### src/hw/acd_pkg.sv
// What this block does
// - Sample clock divided by an integer ratio from 2 to 8.
// - Sync control bits choose resync on every sync or first only.
// - A valid sync pulse returns the divider counter to its start.
// - Stabiliser regenerates the falling edge for a near 50% clock.
// - Stabiliser loop stays off when the divided rate is below 20 MHz.
// - After a rate change the loop is bypassed for 1.5 us relock.
// - In pin mode the data strap high enables the stabiliser.
// - In serial mode stabiliser is on after reset; writing 0x00 disables.
// - Power-down by pin or serial command; drivers go high impedance.
// - Serial control offers standby, keeping the reference powered.
// - A serial setting makes the power-down pin enter standby instead.
// - Drivers start single-ended; pin or serial bit selects differential.
// - Differential mode uses reduced swing by pin or serial setting.
// - In pin mode the clock strap picks offset binary or twos complement.
// - Serial control picks offset binary, twos complement or Gray.
// - Select high at power-up means pin mode; once low, serial persists.
package acd_pkg;
    // Clock and timing
    localparam int CLK_MHZ = 100;
    localparam int STAB_MIN_MHZ = 20;
    localparam int RELOCK_NS = 1500;
    localparam int RELOCK_CYC = (RELOCK_NS * CLK_MHZ + 999) / 1000;
    localparam int DIV_MAX_LOCK = CLK_MHZ / STAB_MIN_MHZ;
    localparam logic [3:0] DIV_MIN = 4'h2;
    localparam logic [3:0] DIV_MAX = 4'h8;
    // Serial frame
    localparam int INSTR_BITS = 16;
    localparam int DATA_BITS = 8;
    localparam int ADDR_W = 13;
    // Register offsets
    localparam logic [12:0] OFS_POWER = 13'h008;
    localparam logic [12:0] OFS_STAB = 13'h009;
    localparam logic [12:0] OFS_DIV = 13'h00b;
    localparam logic [12:0] OFS_STATUS = 13'h00f;
    localparam logic [12:0] OFS_OUT = 13'h014;
    localparam logic [12:0] OFS_SYNC = 13'h100;
    // Values after reset
    localparam logic [7:0] RST_POWER = 8'h00;
    localparam logic [7:0] RST_STAB = 8'h01;
    localparam logic [7:0] RST_DIV = 8'h02;
    localparam logic [7:0] RST_OUT = 8'h00;
    localparam logic [7:0] RST_SYNC = 8'h00;
    // Field positions
    localparam int STAB_EN_BIT = 0;
    localparam int SYNC_EN_BIT = 1;
    localparam int SYNC_FIRST_BIT = 2;
    localparam int PWR_MODE_LSB = 0;
    localparam int PWR_PIN_STBY_BIT = 2;
    localparam int OUT_FMT_LSB = 0;
    localparam int OUT_DIFF_BIT = 2;
    localparam int OUT_RS_BIT = 3;
    // Field codes
    localparam logic [1:0] PWR_DOWN = 2'h1;
    localparam logic [1:0] PWR_STBY = 2'h2;
    localparam logic [1:0] FMT_OFFSET = 2'h0;
    localparam logic [1:0] FMT_TWOS = 2'h1;
    localparam logic [1:0] FMT_GRAY = 2'h2;
    // Synchronised pin vector
    localparam int PIN_CSB = 0;
    localparam int PIN_SCLK = 1;
    localparam int PIN_SDIO = 2;
    localparam int PIN_SYNC = 3;
    localparam int PIN_POWER_DOWN_PIN = 4;
    localparam int PIN_DIFF = 5;
    localparam int PIN_RS = 6;
    localparam int NUM_PINS = 7;
    localparam logic [6:0] PIN_RST = 7'h01;
    // Serial frame phase
    typedef enum logic {PH_INSTR, PH_DATA} acd_phase_t;
endpackage : acd_pkg

### src/hw/acd_clock_mode_ctrl.sv
`timescale 1ns/100ps
`default_nettype none
module acd_clock_mode_ctrl (
    // Clock and reset
    input wire logic CORE_CLK,
    input wire logic RST,
    // Serial port and strap pins
    input wire logic SERIAL_SELECT_LOW,
    input wire logic SERIAL_CLOCK_FORMAT_STRAP,
    input wire logic SERIAL_DATA_STABILISER_STRAP_IN,
    output logic SERIAL_DATA_STABILISER_STRAP_OUT,
    output logic SERIAL_DATA_STABILISER_STRAP_OE,
    // Control pins
    input wire logic DIVIDER_SYNC,
    input wire logic POWER_DOWN_PIN,
    input wire logic DIFF_SELECT_PIN,
    input wire logic REDUCED_SWING_SELECT_PIN,
    // Clock conditioning status
    output logic SAMPLE_CLK,
    output logic STAB_ENABLED,
    output logic STAB_ACTIVE,
    // Operating mode
    output logic PIN_MODE,
    output logic POWER_DOWN,
    output logic STANDBY,
    output logic DRIVER_OE,
    output logic DIFF_MODE,
    output logic REDUCED_SWING,
    output logic [1:0] DATA_FORMAT
);

    logic [acd_pkg::NUM_PINS-1:0] pins_s;
    logic csb_s, sclk_s, sdio_s, sync_s, power_down_pin_s, diff_s, rs_s;

    // Pin synchroniser
    acd_pin_sync #(
        .W(acd_pkg::NUM_PINS),
        .RST_VAL(acd_pkg::PIN_RST)
    ) u_pins (
        .clk(CORE_CLK),
        .rst(RST),
        .d({REDUCED_SWING_SELECT_PIN, DIFF_SELECT_PIN, POWER_DOWN_PIN,
            DIVIDER_SYNC, SERIAL_DATA_STABILISER_STRAP_IN,
            SERIAL_CLOCK_FORMAT_STRAP, SERIAL_SELECT_LOW}),
        .q(pins_s)
    );

    // Named views of the filtered pins
    assign csb_s = pins_s[acd_pkg::PIN_CSB];
    assign sclk_s = pins_s[acd_pkg::PIN_SCLK];
    assign sdio_s = pins_s[acd_pkg::PIN_SDIO];
    assign sync_s = pins_s[acd_pkg::PIN_SYNC];
    assign power_down_pin_s = pins_s[acd_pkg::PIN_POWER_DOWN_PIN];
    assign diff_s = pins_s[acd_pkg::PIN_DIFF];
    assign rs_s = pins_s[acd_pkg::PIN_RS];

    // ---------------- Serial port ----------------
    acd_pkg::acd_phase_t phase_q, phase_d;
    logic [3:0] bitcnt_q, bitcnt_d;
    logic [15:0] shift_q, shift_d;
    logic rw_q, rw_d;
    logic [12:0] addr_q, addr_d;
    logic [7:0] rd_shift_q, rd_shift_d;
    logic sdo_q, sdo_d, sdo_oe_q, sdo_oe_d;
    logic sclk_prev_q;
    logic sclk_rise, sclk_fall;
    logic wr_en;
    logic [7:0] wr_data;
    logic [12:0] rd_addr;
    logic [7:0] rd_data;

    // Register file
    logic [7:0] power_q, power_d, stab_q, stab_d, div_q, div_d;
    logic [7:0] out_q, out_d, sync_ctl_q, sync_ctl_d;
    logic armed_q, armed_d;

    // Divider and stabiliser
    logic [3:0] ratio_q, ratio_d, cnt_q, cnt_d, high_len;
    logic div_clk_q, div_clk_d;
    logic [7:0] relock_q, relock_d;
    logic stab_en_q, stab_en_d, stab_act_q, stab_act_d;
    logic sync_prev_q, sync_apply, stab_en_now, rate_ok;
    logic [3:0] chk_cnt_q, chk_cnt_d;
    logic chk_ok_q, chk_ok_d, rise_next, disturb;

    // Mode outputs
    logic pin_mode_q, pin_mode_d, pd_q, pd_d, stby_q, stby_d;
    logic oe_q, oe_d, diff_q, diff_d, rs_q, rs_d;
    logic [1:0] fmt_q, fmt_d;

    assign sclk_rise = sclk_s & ~sclk_prev_q;
    assign sclk_fall = ~sclk_s & sclk_prev_q;

    // Address of the next byte to be read back
    always_comb begin
        if (phase_q == acd_pkg::PH_INSTR) begin
            rd_addr = {shift_q[11:0], sdio_s};
        end else begin
            rd_addr = addr_q + 13'h001;
        end
    end

    // Read multiplexer, unmapped reads as zero
    always_comb begin
        rd_data = 8'h00;
        if (rd_addr == acd_pkg::OFS_POWER) rd_data = power_q;
        if (rd_addr == acd_pkg::OFS_STAB) rd_data = stab_q;
        if (rd_addr == acd_pkg::OFS_DIV) rd_data = div_q;
        if (rd_addr == acd_pkg::OFS_OUT) rd_data = out_q;
        if (rd_addr == acd_pkg::OFS_SYNC) rd_data = sync_ctl_q;
        if (rd_addr == acd_pkg::OFS_STATUS) begin
            rd_data = {4'h0, armed_q, pin_mode_q, stab_act_q, stab_en_q};
        end
    end

    // Frame sequencer: instruction, then data bytes with rising address
    always_comb begin
        phase_d = phase_q;
        bitcnt_d = bitcnt_q;
        shift_d = shift_q;
        rw_d = rw_q;
        addr_d = addr_q;
        rd_shift_d = rd_shift_q;
        sdo_d = sdo_q;
        sdo_oe_d = sdo_oe_q;
        wr_en = 1'b0;
        wr_data = {shift_q[6:0], sdio_s};
        if (csb_s) begin
            phase_d = acd_pkg::PH_INSTR;
            bitcnt_d = 4'h0;
            sdo_oe_d = 1'b0;
        end else begin
            if (sclk_rise) begin
                shift_d = {shift_q[14:0], sdio_s};
                unique case (phase_q)
                    acd_pkg::PH_INSTR: begin
                        if (bitcnt_q == 4'(acd_pkg::INSTR_BITS - 1)) begin
                            rw_d = shift_q[14];
                            addr_d = rd_addr;
                            rd_shift_d = rd_data;
                            phase_d = acd_pkg::PH_DATA;
                            bitcnt_d = 4'h0;
                        end else begin
                            bitcnt_d = bitcnt_q + 4'h1;
                        end
                    end
                    acd_pkg::PH_DATA: begin
                        if (bitcnt_q == 4'(acd_pkg::DATA_BITS - 1)) begin
                            wr_en = ~rw_q;
                            addr_d = rd_addr;
                            rd_shift_d = rd_data;
                            bitcnt_d = 4'h0;
                        end else begin
                            bitcnt_d = bitcnt_q + 4'h1;
                        end
                    end
                endcase
            end
            // Read data leaves on the falling serial clock edge
            if (sclk_fall && phase_q == acd_pkg::PH_DATA && rw_q) begin
                sdo_oe_d = 1'b1;
                sdo_d = rd_shift_q[7];
                rd_shift_d = {rd_shift_q[6:0], 1'b0};
            end
        end
    end

    always_ff @(posedge CORE_CLK or posedge RST) begin
        if (RST) begin
            phase_q <= acd_pkg::PH_INSTR;
            bitcnt_q <= 4'h0;
            shift_q <= 16'h0000;
            rw_q <= 1'b0;
            addr_q <= 13'h0000;
            rd_shift_q <= 8'h00;
            sdo_q <= 1'b0;
            sdo_oe_q <= 1'b0;
            sclk_prev_q <= 1'b0;
        end else begin
            phase_q <= phase_d;
            bitcnt_q <= bitcnt_d;
            shift_q <= shift_d;
            rw_q <= rw_d;
            addr_q <= addr_d;
            rd_shift_q <= rd_shift_d;
            sdo_q <= sdo_d;
            sdo_oe_q <= sdo_oe_d;
            sclk_prev_q <= sclk_s;
        end
    end

    // ---------------- Registers ----------------
    always_comb begin
        power_d = power_q;
        stab_d = stab_q;
        div_d = div_q;
        out_d = out_q;
        sync_ctl_d = sync_ctl_q;
        armed_d = armed_q;
        if (sync_apply && sync_ctl_q[acd_pkg::SYNC_FIRST_BIT]) begin
            armed_d = 1'b0;
        end
        if (wr_en) begin
            if (addr_q == acd_pkg::OFS_POWER) power_d = wr_data;
            if (addr_q == acd_pkg::OFS_STAB) stab_d = wr_data;
            if (addr_q == acd_pkg::OFS_DIV) div_d = wr_data;
            if (addr_q == acd_pkg::OFS_OUT) out_d = wr_data;
            if (addr_q == acd_pkg::OFS_SYNC) begin
                sync_ctl_d = wr_data;
                armed_d = 1'b1;
            end
        end
    end

    always_ff @(posedge CORE_CLK or posedge RST) begin
        if (RST) begin
            power_q <= acd_pkg::RST_POWER;
            stab_q <= acd_pkg::RST_STAB;
            div_q <= acd_pkg::RST_DIV;
            out_q <= acd_pkg::RST_OUT;
            sync_ctl_q <= acd_pkg::RST_SYNC;
            armed_q <= 1'b0;
        end else begin
            power_q <= power_d;
            stab_q <= stab_d;
            div_q <= div_d;
            out_q <= out_d;
            sync_ctl_q <= sync_ctl_d;
            armed_q <= armed_d;
        end
    end

    // ---------------- Divider and stabiliser ----------------
    // valid sync pulse
    assign sync_apply = sync_s & ~sync_prev_q
        & sync_ctl_q[acd_pkg::SYNC_EN_BIT]
        & (~sync_ctl_q[acd_pkg::SYNC_FIRST_BIT] | armed_q);
    assign stab_en_now = pin_mode_q ? sdio_s : stab_q[acd_pkg::STAB_EN_BIT];
    assign rate_ok = ratio_q <= 4'(acd_pkg::DIV_MAX_LOCK);
    assign high_len = stab_act_q ? (ratio_q >> 1) : ((ratio_q + 4'h1) >> 1);
    assign rise_next = div_clk_d & ~div_clk_q;
    assign disturb = pd_q | sync_apply | (ratio_d != ratio_q);

    always_comb begin
        ratio_d = div_q[3:0];
        if (div_q[3:0] < acd_pkg::DIV_MIN) ratio_d = acd_pkg::DIV_MIN;
        if (div_q > {4'h0, acd_pkg::DIV_MAX}) ratio_d = acd_pkg::DIV_MAX;
        if (disturb) begin
            cnt_d = 4'h0;
        end else if (cnt_q == ratio_q - 4'h1) begin
            cnt_d = 4'h0;
        end else begin
            cnt_d = cnt_q + 4'h1;
        end
        // Low in the same cycle that power-down is registered
        div_clk_d = ~pd_d & (cnt_d < high_len);
        stab_en_d = stab_en_now;
        if ((ratio_d != ratio_q) || !stab_en_now || pd_q) begin
            relock_d = 8'(acd_pkg::RELOCK_CYC);
        end else if (relock_q != 8'h00) begin
            relock_d = relock_q - 8'h01;
        end else begin
            relock_d = relock_q;
        end
        // Next count, so a reload bypasses the loop at once
        stab_act_d = stab_en_now & rate_ok & (relock_d == 8'h00);
        // Period checker helper
        chk_cnt_d = rise_next ? 4'h1 : chk_cnt_q + 4'h1;
        chk_ok_d = disturb ? 1'b0 : (rise_next | chk_ok_q);
    end

    always_ff @(posedge CORE_CLK or posedge RST) begin
        if (RST) begin
            ratio_q <= acd_pkg::RST_DIV[3:0];
            cnt_q <= 4'h0;
            div_clk_q <= 1'b0;
            relock_q <= 8'(acd_pkg::RELOCK_CYC);
            stab_en_q <= 1'b0;
            stab_act_q <= 1'b0;
            sync_prev_q <= 1'b0;
            chk_cnt_q <= 4'h0;
            chk_ok_q <= 1'b0;
        end else begin
            ratio_q <= ratio_d;
            cnt_q <= cnt_d;
            div_clk_q <= div_clk_d;
            relock_q <= relock_d;
            stab_en_q <= stab_en_d;
            stab_act_q <= stab_act_d;
            sync_prev_q <= sync_s;
            chk_cnt_q <= chk_cnt_d;
            chk_ok_q <= chk_ok_d;
        end
    end

    // ---------------- Operating mode ----------------
    always_comb begin
        logic [1:0] pmode;
        logic pin_stby;
        pmode = power_q[acd_pkg::PWR_MODE_LSB +: 2];
        pin_stby = power_q[acd_pkg::PWR_PIN_STBY_BIT];
        // serial mode persists once select goes low
        pin_mode_d = pin_mode_q & csb_s;
        pd_d = pin_mode_q ? power_down_pin_s
            : ((pmode == acd_pkg::PWR_DOWN) | (power_down_pin_s & ~pin_stby));
        stby_d = ~pin_mode_q & ~pd_d
            & ((pmode == acd_pkg::PWR_STBY) | (power_down_pin_s & pin_stby));
        oe_d = ~pd_d & ~stby_d;
        diff_d = diff_s | (~pin_mode_q & out_q[acd_pkg::OUT_DIFF_BIT]);
        rs_d = diff_d & (rs_s | (~pin_mode_q & out_q[acd_pkg::OUT_RS_BIT]));
        if (pin_mode_q) begin
            fmt_d = sclk_s ? acd_pkg::FMT_TWOS : acd_pkg::FMT_OFFSET;
        end else if (out_q[acd_pkg::OUT_FMT_LSB +: 2] > acd_pkg::FMT_GRAY) begin
            fmt_d = acd_pkg::FMT_OFFSET;
        end else begin
            fmt_d = out_q[acd_pkg::OUT_FMT_LSB +: 2];
        end
    end

    always_ff @(posedge CORE_CLK or posedge RST) begin
        if (RST) begin
            pin_mode_q <= 1'b1;
            pd_q <= 1'b0;
            stby_q <= 1'b0;
            oe_q <= 1'b0;
            diff_q <= 1'b0;
            rs_q <= 1'b0;
            fmt_q <= acd_pkg::FMT_OFFSET;
        end else begin
            pin_mode_q <= pin_mode_d;
            pd_q <= pd_d;
            stby_q <= stby_d;
            oe_q <= oe_d;
            diff_q <= diff_d;
            rs_q <= rs_d;
            fmt_q <= fmt_d;
        end
    end

    // Outputs straight from flops
    assign SERIAL_DATA_STABILISER_STRAP_OUT = sdo_q;
    assign SERIAL_DATA_STABILISER_STRAP_OE = sdo_oe_q;
    assign SAMPLE_CLK = div_clk_q;
    assign STAB_ENABLED = stab_en_q;
    assign STAB_ACTIVE = stab_act_q;
    assign PIN_MODE = pin_mode_q;
    assign POWER_DOWN = pd_q;
    assign STANDBY = stby_q;
    assign DRIVER_OE = oe_q;
    assign DIFF_MODE = diff_q;
    assign REDUCED_SWING = rs_q;
    assign DATA_FORMAT = fmt_q;
endmodule : acd_clock_mode_ctrl
`default_nettype wire

### src/hw/acd_pin_sync.sv
`timescale 1ns/100ps
`default_nettype none
module acd_pin_sync #(
    parameter int W = 1,
    parameter logic [W-1:0] RST_VAL = '0
) (
    // Clock and reset
    input wire logic clk,
    input wire logic rst,
    // Raw pins and filtered levels
    input wire logic [W-1:0] d,
    output logic [W-1:0] q
);
    logic [W-1:0] s1_q, s2_q, s3_q, out_q;
    logic [W-1:0] out_d;

    // Filtered level follows once stages two and three agree
    always_comb begin
        out_d = out_q;
        for (int i = 0; i < W; i++) begin
            if (s2_q[i] == s3_q[i]) begin
                out_d[i] = s3_q[i];
            end
        end
    end

    // Three-stage chain
    always_ff @(posedge clk or posedge rst) begin
        if (rst) begin
            s1_q <= RST_VAL;
            s2_q <= RST_VAL;
            s3_q <= RST_VAL;
            out_q <= RST_VAL;
        end else begin
            s1_q <= d;
            s2_q <= s1_q;
            s3_q <= s2_q;
            out_q <= out_d;
        end
    end

    assign q = out_q;
endmodule : acd_pin_sync
`default_nettype wire

### config.mk
export PLATFORM = sky130hd
export DESIGN_NAME = acd_clock_mode_ctrl
export DESIGN_NICKNAME = d
export VERILOG_FILES = /design/src/hw/acd_pkg.sv /design/src/hw/acd_clock_mode_ctrl.sv /design/src/hw/acd_pin_sync.sv
export SDC_FILE = /design/constraint.sdc
export NUM_CORES = 1
export LEC_CHECK = 0
export BUFFER_PORTS_ARGS = -buffer_cell sky130_fd_sc_hd__buf_2
export CAP_MARGIN = 10
export CORE_MARGIN = 1.5
export CORE_UTILIZATION = 55
export CTS_BUF_LIST = sky130_fd_sc_hd__clkbuf_4
export DETAILED_ROUTE_END_ITERATION = 10
export PLACE_DENSITY = 0.74
export SLEW_MARGIN = 5
export SYNTH_ARGS = -nofsm -noshare
export SYNTH_HDL_FRONTEND = slang
export SYNTH_SLANG_ARGS = --single-unit
### constraint.sdc
create_clock -name CORE_CLK -period 12.9 [get_ports CORE_CLK]
set_input_delay 1.935 -clock CORE_CLK [delete_from_list [all_inputs] [get_ports CORE_CLK]]
set_output_delay 1.935 -clock CORE_CLK [all_outputs]
set_load 0.05 [all_outputs]
Yosys cells after proc, flatten, opt, wreduce, memory -nomap -nowiden:

Cells that the tools add are included.

* memories: 0
* logic and storage cells: 179
* bits of input ports: 9
* latch bits: 0
* RAM bits: 0
* output and inout port bits: 13
* memory bits (read-only): 0
* bits in registers: 142

* muxes and demuxes: 45
* reductions and logical operators: 21
* bitwise operators: 35
* shifts and indexed selects: 0
* multiply operators: 0
* add/subtract/negate cells: 6
* div/mod/pow operators: 0
* eq/ne operators: 28
* $lt $le $gt $ge: 5

Operator list (count)
* $mux W8: 12
* $eq A13 B4 Y1 const B: 7
* $mux W13: 3
* $mux W4: 8
* $eq A13 B5 Y1 const B: 2
* $eq A13 B9 Y1 const B: 2
* $pmux W13 S2: 1
* $and A1 B1 Y1: 17
* $mux W1: 16
* $pmux W8 S2: 1
* $reduce_and A2 Y1: 7
* $add A13 B1 Y13 const B: 1
* $add A4 B1 Y4 const B: 3
* $reduce_and A4 Y1: 3
* $not A1 Y1: 11
* $gt A8 B4 Y1 const B: 1
* $logic_not A8 Y1: 1
* $pmux W4 S2: 1
* $reduce_bool A8 Y1: 1
* $sub A8 B1 Y8 const B: 1
* $eq A1 B1 Y1: 7
* $or A1 B1 Y1: 7
* $ne A3 B1 Y1 const B: 2
* $reduce_bool A2 Y1: 3
* 17 further kinds: 22

Longest topological paths before layout:

* depth after elaboration: 13
* gate-level depth with buffers: 12
* mapped depth without buffers: 11

Cells and area by module:

From an unflattened synthesis, not the netlist that was laid out.

* cell total of the unflattened synthesis: 608
* area total of the unflattened synthesis: 6820.3 µm²

By module, submodules not included
* acd_clock_mode_ctrl: area an instance 6032.0 µm², sequential area each 2862.7 µm², cells an instance 572, instances 1
* acd_pin_sync: area an instance 788.3 µm², sequential area each 705.7 µm², cells an instance 36, instances 1

Worst setup path after synthesis:

OpenSTA, ideal clock, no wires.

* path type: register to register
* from: reg ratio_q[1]
* to: reg div_clk_q, in the netlist SAMPLE_CLK
* path buffers: 1
* stages on the path, launching flop included: 13
* arrival time: 2771 ps
* path slack: 10004 ps
* period minus slack after synthesis: 2896 ps
* setup time: 125 ps
* data required time: 12775 ps
* cell sequence: dfstp_2 clkbuf_1 inv_1 ha_1 xor2_1 nor3_1 a21oi_1 o311ai_1 nor2_1 ha_1 o211ai_1 a21oi_1 a2111oi_0

* word-level cells in the longest chain between the ends: 6
* elaborated cells between the ends (all ways): 10
* classes of those cells: add/sub (2); order compare (1); eq/ne (2); mux (3); bitwise (2)

RTL lines
* start, declared: RTL line acd_clock_mode_ctrl.sv:78 `logic [3:0] ratio_q, ratio_d, cnt_q, cnt_d, high_len;`
* start signal, assigned: RTL line acd_clock_mode_ctrl.sv:274 `ratio_q <= acd_pkg::RST_DIV[3:0];`
* start signal, assigned: RTL line acd_clock_mode_ctrl.sv:284 `ratio_q <= ratio_d;`
* $sub A4 B1 Y4: RTL line acd_clock_mode_ctrl.sv:250 `end else if (cnt_q == ratio_q - 4'h1) begin`
* $eq A4 B4 Y1: RTL line acd_clock_mode_ctrl.sv:250
* $mux W4: RTL line acd_clock_mode_ctrl.sv:250
* $mux W4 (*): RTL line acd_clock_mode_ctrl.sv:248 `if (disturb) begin`
* via cnt_d[1]: RTL line acd_clock_mode_ctrl.sv:78
* $lt A4 B3 Y1 (*): RTL line acd_clock_mode_ctrl.sv:256 `div_clk_d = ~pd_d & (cnt_d < high_len);`
* $and A1 B1 Y1 (*): RTL line acd_clock_mode_ctrl.sv:256
* via div_clk_d: RTL line acd_clock_mode_ctrl.sv:79 `logic div_clk_q, div_clk_d;`
* end signal, assigned: RTL line acd_clock_mode_ctrl.sv:286 `div_clk_q <= div_clk_d;`
* end, declared: RTL line acd_clock_mode_ctrl.sv:79

The timed path passes the listed nets; every way through them passes the cells marked *.
A chain may end at the register's enable or synchronous reset.

Worst setup path after layout:

* from: reg pin_mode_q, in the netlist PIN_MODE
* to: out PIN_MODE

RTL lines
* start, declared: RTL line acd_clock_mode_ctrl.sv:87 `logic pin_mode_q, pin_mode_d, pd_q, pd_d, stby_q, stby_d;`
* start signal, assigned: RTL line acd_clock_mode_ctrl.sv:330 `pin_mode_q <= pin_mode_d;`
* end, declared: RTL line acd_clock_mode_ctrl.sv:23 `output logic PIN_MODE,`

No word-level cell between the ends.

==> results.sh <==
export IMPL_status="finished, final reports clean"
export IMPL_crit_buf_inv=1
export IMPL_synth_edff_count=0
export IMPL_synth_nets=680
export IMPL_hold_depth=0
export IMPL_die_w_um=116
export IMPL_grt_usage_pct=25.8
export IMPL_r2r_end="rd_shift_q[1]"
export IMPL_grt_max_degree=91
export IMPL_hold_path_class="reg -> reg"
export IMPL_synth_compound_area_share_pct=12.9
export IMPL_finClkSkew_ps=15.4
export IMPL_drv_slew=0
export IMPL_initial_utilization_pct=56.3
export IMPL_cp_start_kind="register"
export IMPL_core_area_mm2=0.0126
export IMPL_combPwrFrac_pct=16.5
export IMPL_route_detailed_drc=0
export IMPL_antenna_found_initial=0
export IMPL_r2r_start="addr_q[0]"
export IMPL_ios=22
export IMPL_synth_top_family_by_area="simple AND/OR/NAND/NOR gates"
export IMPL_crit_chain="buf_2"
export IMPL_drt_total_wl_mm=16.1
export IMPL_period_share_pct=27.3
export IMPL_final_common_cell="dfrtp_1"
export IMPL_power_density_mw_per_mm2=132
export IMPL_slew_headroom_pct=27.7
export IMPL_cts_sinks=142
export IMPL_setup_ws_ps=9370
export IMPL_min_to="u_pins.s2_q[0]"
export IMPL_avgViaCountPerCell=6.24
export IMPL_period_needed_ps=3530
export IMPL_rows=41
export IMPL_critPathCaptureType="output pin"
export IMPL_post_route_cells_drive_above_1_share_pct=21.1
export IMPL_gp_congestion=0.913
export IMPL_arrival_ps=1590
export IMPL_port_buffers=21
export IMPL_leakage_nw=3.37
export IMPL_worst_r2r_path_depth=8
export IMPL_cp_max_fo=13
export IMPL_clkPwrFrac_pct=31.1
export IMPL_fin_setup_tns_ps=0
export IMPL_hold_violations=0
export IMPL_switching_power_uw=330
export IMPL_rsz0062_at_grt="false"
export IMPL_worst_slew_pin_slew_ps=1080
export IMPL_tritoncts="done"
export IMPL_required_ps=10970
export IMPL_ctsRootBufferMaster="clkbuf_4"
export IMPL_grt_pass1_vias=5141
export IMPL_htreeDepth=4
export IMPL_mappedNetlistArea_mm2=0.00708
export IMPL_place_hpwl_mm=11.4
export IMPL_final_cell_mix="130 x dfrtp_1, 58 x nor2_1, 57 x mux2_2"
export IMPL_switching_share_pct=33.1
export IMPL_synth_area_leaders="dfrtp_1 46%, mux2_2 9.1%, dfstp_2 4.5%"
export IMPL_antenna_cells=0
export IMPL_ctsHoldBuffers=0
export IMPL_place_ws_ps=9550
export IMPL_fin_nets=687
export IMPL_syn_area_per_cell_um2=10.7
export IMPL_setup_viol=0
export IMPL_vias=5307
export IMPL_yosysWarnings=0
export IMPL_p_int_uw=667
export IMPL_syn2layout_area_growth_pct=6.98
export IMPL_yosys_area_top_type="dfrtp_1"
export IMPL_critPathTopFamily="flip-flops"
export IMPL_wl_per_cell_um=18.9
export IMPL_cts_resized=0
export IMPL_grt_pass1_wl_mm=26.6
export IMPL_synth_simple_area_share_pct=17.6
export IMPL_fmax_mhz=284
export IMPL_final_antenna_net_count=0
export IMPL_sequentialPowerShare_pct=52.4
export IMPL_synth_mux_area_share_pct=9.77
export IMPL_worst_setup_path_type="reg -> out"
export IMPL_clk_path_buf_depth=2
export IMPL_ys_flop_type="dfrtp_1"
export IMPL_slowest_delay_ps=710
export IMPL_async_flop_share_pct=100
export IMPL_min_from="u_pins.s1_q[0]"
export IMPL_yosysTopAreaCellShare_pct=46.0
export IMPL_maxCapViolCount=0
export IMPL_die_h_um=116
export IMPL_cts_setup_buffers=0
export IMPL_vdd_drop_max_v=0.000183
export IMPL_synthXorXnorAreaFrac_pct=2.72
export IMPL_syn_inst=659
export IMPL_ys_ff_latch=142
export IMPL_first_pass_iters=7
export IMPL_fp_dieArea_mm2=0.0136
export IMPL_clock_latency_ps=550
export IMPL_synth_cell_types=77
export IMPL_critPathSlowestCell="dfstp_2"
export IMPL_drt_iter0_drc=505
export IMPL_synth_seq_area_share_pct=50.4
export IMPL_reg2reg_slack_ps=9470
export IMPL_cts_made_buffers=17
export IMPL_clkTransAtPathRegs_ps=120
export IMPL_synthAdderAreaFrac_pct=3.11
export IMPL_overflow=0
-- cell families (layout without fill, tap and decap cells) --
group	count (synthesis)	count (layout)
xor+xnor	22	22
flops	142	142
mux	62	62
fa+ha+maj	19	19
buf+inv	57	77
compound gates	126	126
simple gates	231	231
-- per-layer routing --
layer | share of wire (%) | wire, um | GRT usage (%)
met1 | 46 | 7440 | 37.3
met2 | 46 | 7370 | 39.4
met3 | 6.0 | 963 | 5.14
met4 | 2.0 | 326 | 8.70
met5 | 0 | 0 | 0
-- metrics by stage --
stage	power, mW	util [%]	cells	hold slack (ps)	area [um^2]
2_1_floorplan	0.639	-	659	331	7080
3_3_place_gp	0.684	57.7	819	335	7260
3_5_place_dp	0.691	57.7	819	342	7260
4_1_cts	1.00	60.3	851	372	7570
5_1_grt	1.04	60.3	851	367	7570
6_report	0.997	60.3	851	364	7570
-- worst max-delay path by stage --
stage	start	to	cells past startpoint
floorplan	RST	DATA_FORMAT[0]	1
global placement	RST	addr_q[12]	3
detailed placement	RST	addr_q[2]	3
CTS	PIN_MODE	PIN_MODE	1
global route	addr_q[0]	rd_shift_q[1]	8
finish	PIN_MODE	PIN_MODE	1
-- area by class of cell --
class / instances / area, um^2
fill: 1045 / 4990
clock inverter: 14 / 181
timing repair buffer: 25 / 135
inverter: 20 / 80.1
multi-input combinational: 460 / 3260
clock buffer: 18 / 135
tap: 172 / 215
sequential: 142 / 3570
-- flip-flops by register name, summed over array words and instances (netlist names), 7 cells and up --
signal and flops:
addr_q 13, div_q 8, out_q 8, power_q 8, rd_shift_q 8, relock_q 8
shift_q 15, stab_q 8, sync_ctl_q 8, u_pins.q 7, u_pins.s1_q 7, u_pins.s2_q 7
u_pins.s3_q 7
-- synthesized netlist by cell type (all sizes together) (3+ instances only) --
| master | instances |
|---|---|
| and4 | 6 |
| a21o | 3 |
| ha | 12 |
| or3 | 4 |
| a31oi | 4 |
| a22o | 3 |
| nand3 | 34 |
| nor3b | 5 |
| o2bb2ai | 3 |
| dfrtp | 130 |
| o31ai | 6 |
| o221ai | 4 |
| o22ai | 6 |
| or4 | 6 |
| o21a | 3 |
| o21ai | 35 |
| nor3 | 20 |
| o211ai | 4 |
| nand4b | 4 |
| a2111oi | 7 |
| xnor2 | 13 |
| buf | 20 |
| clkbuf | 17 |
| mux2 | 57 |
| maj3 | 7 |
| nand2b | 8 |
| o311ai | 5 |
| dfstp | 12 |
| nor2 | 59 |
| nand2 | 42 |
| mux2i | 5 |
| and3 | 5 |
| and2 | 3 |
| nor2b | 3 |
| a222oi | 5 |
| nor4 | 14 |
| xor2 | 9 |
| a21oi | 19 |
| nand4 | 11 |
| a221o | 3 |
| inv | 20 |
-- power groups by stage --
stage / Combinational [mW] / Clock [mW] / Sequential (mW)
3_5_place_dp: 0.162 / 0 / 0.530
2_1_floorplan: 0.135 / 0 / 0.504
4_1_cts: 0.162 / 0.317 / 0.522
5_1_grt: 0.179 / 0.333 / 0.527
6_report: 0.164 / 0.310 / 0.523
3_3_place_gp: 0.156 / 0 / 0.528
Note: power is estimated with default switching activity, not from simulation.
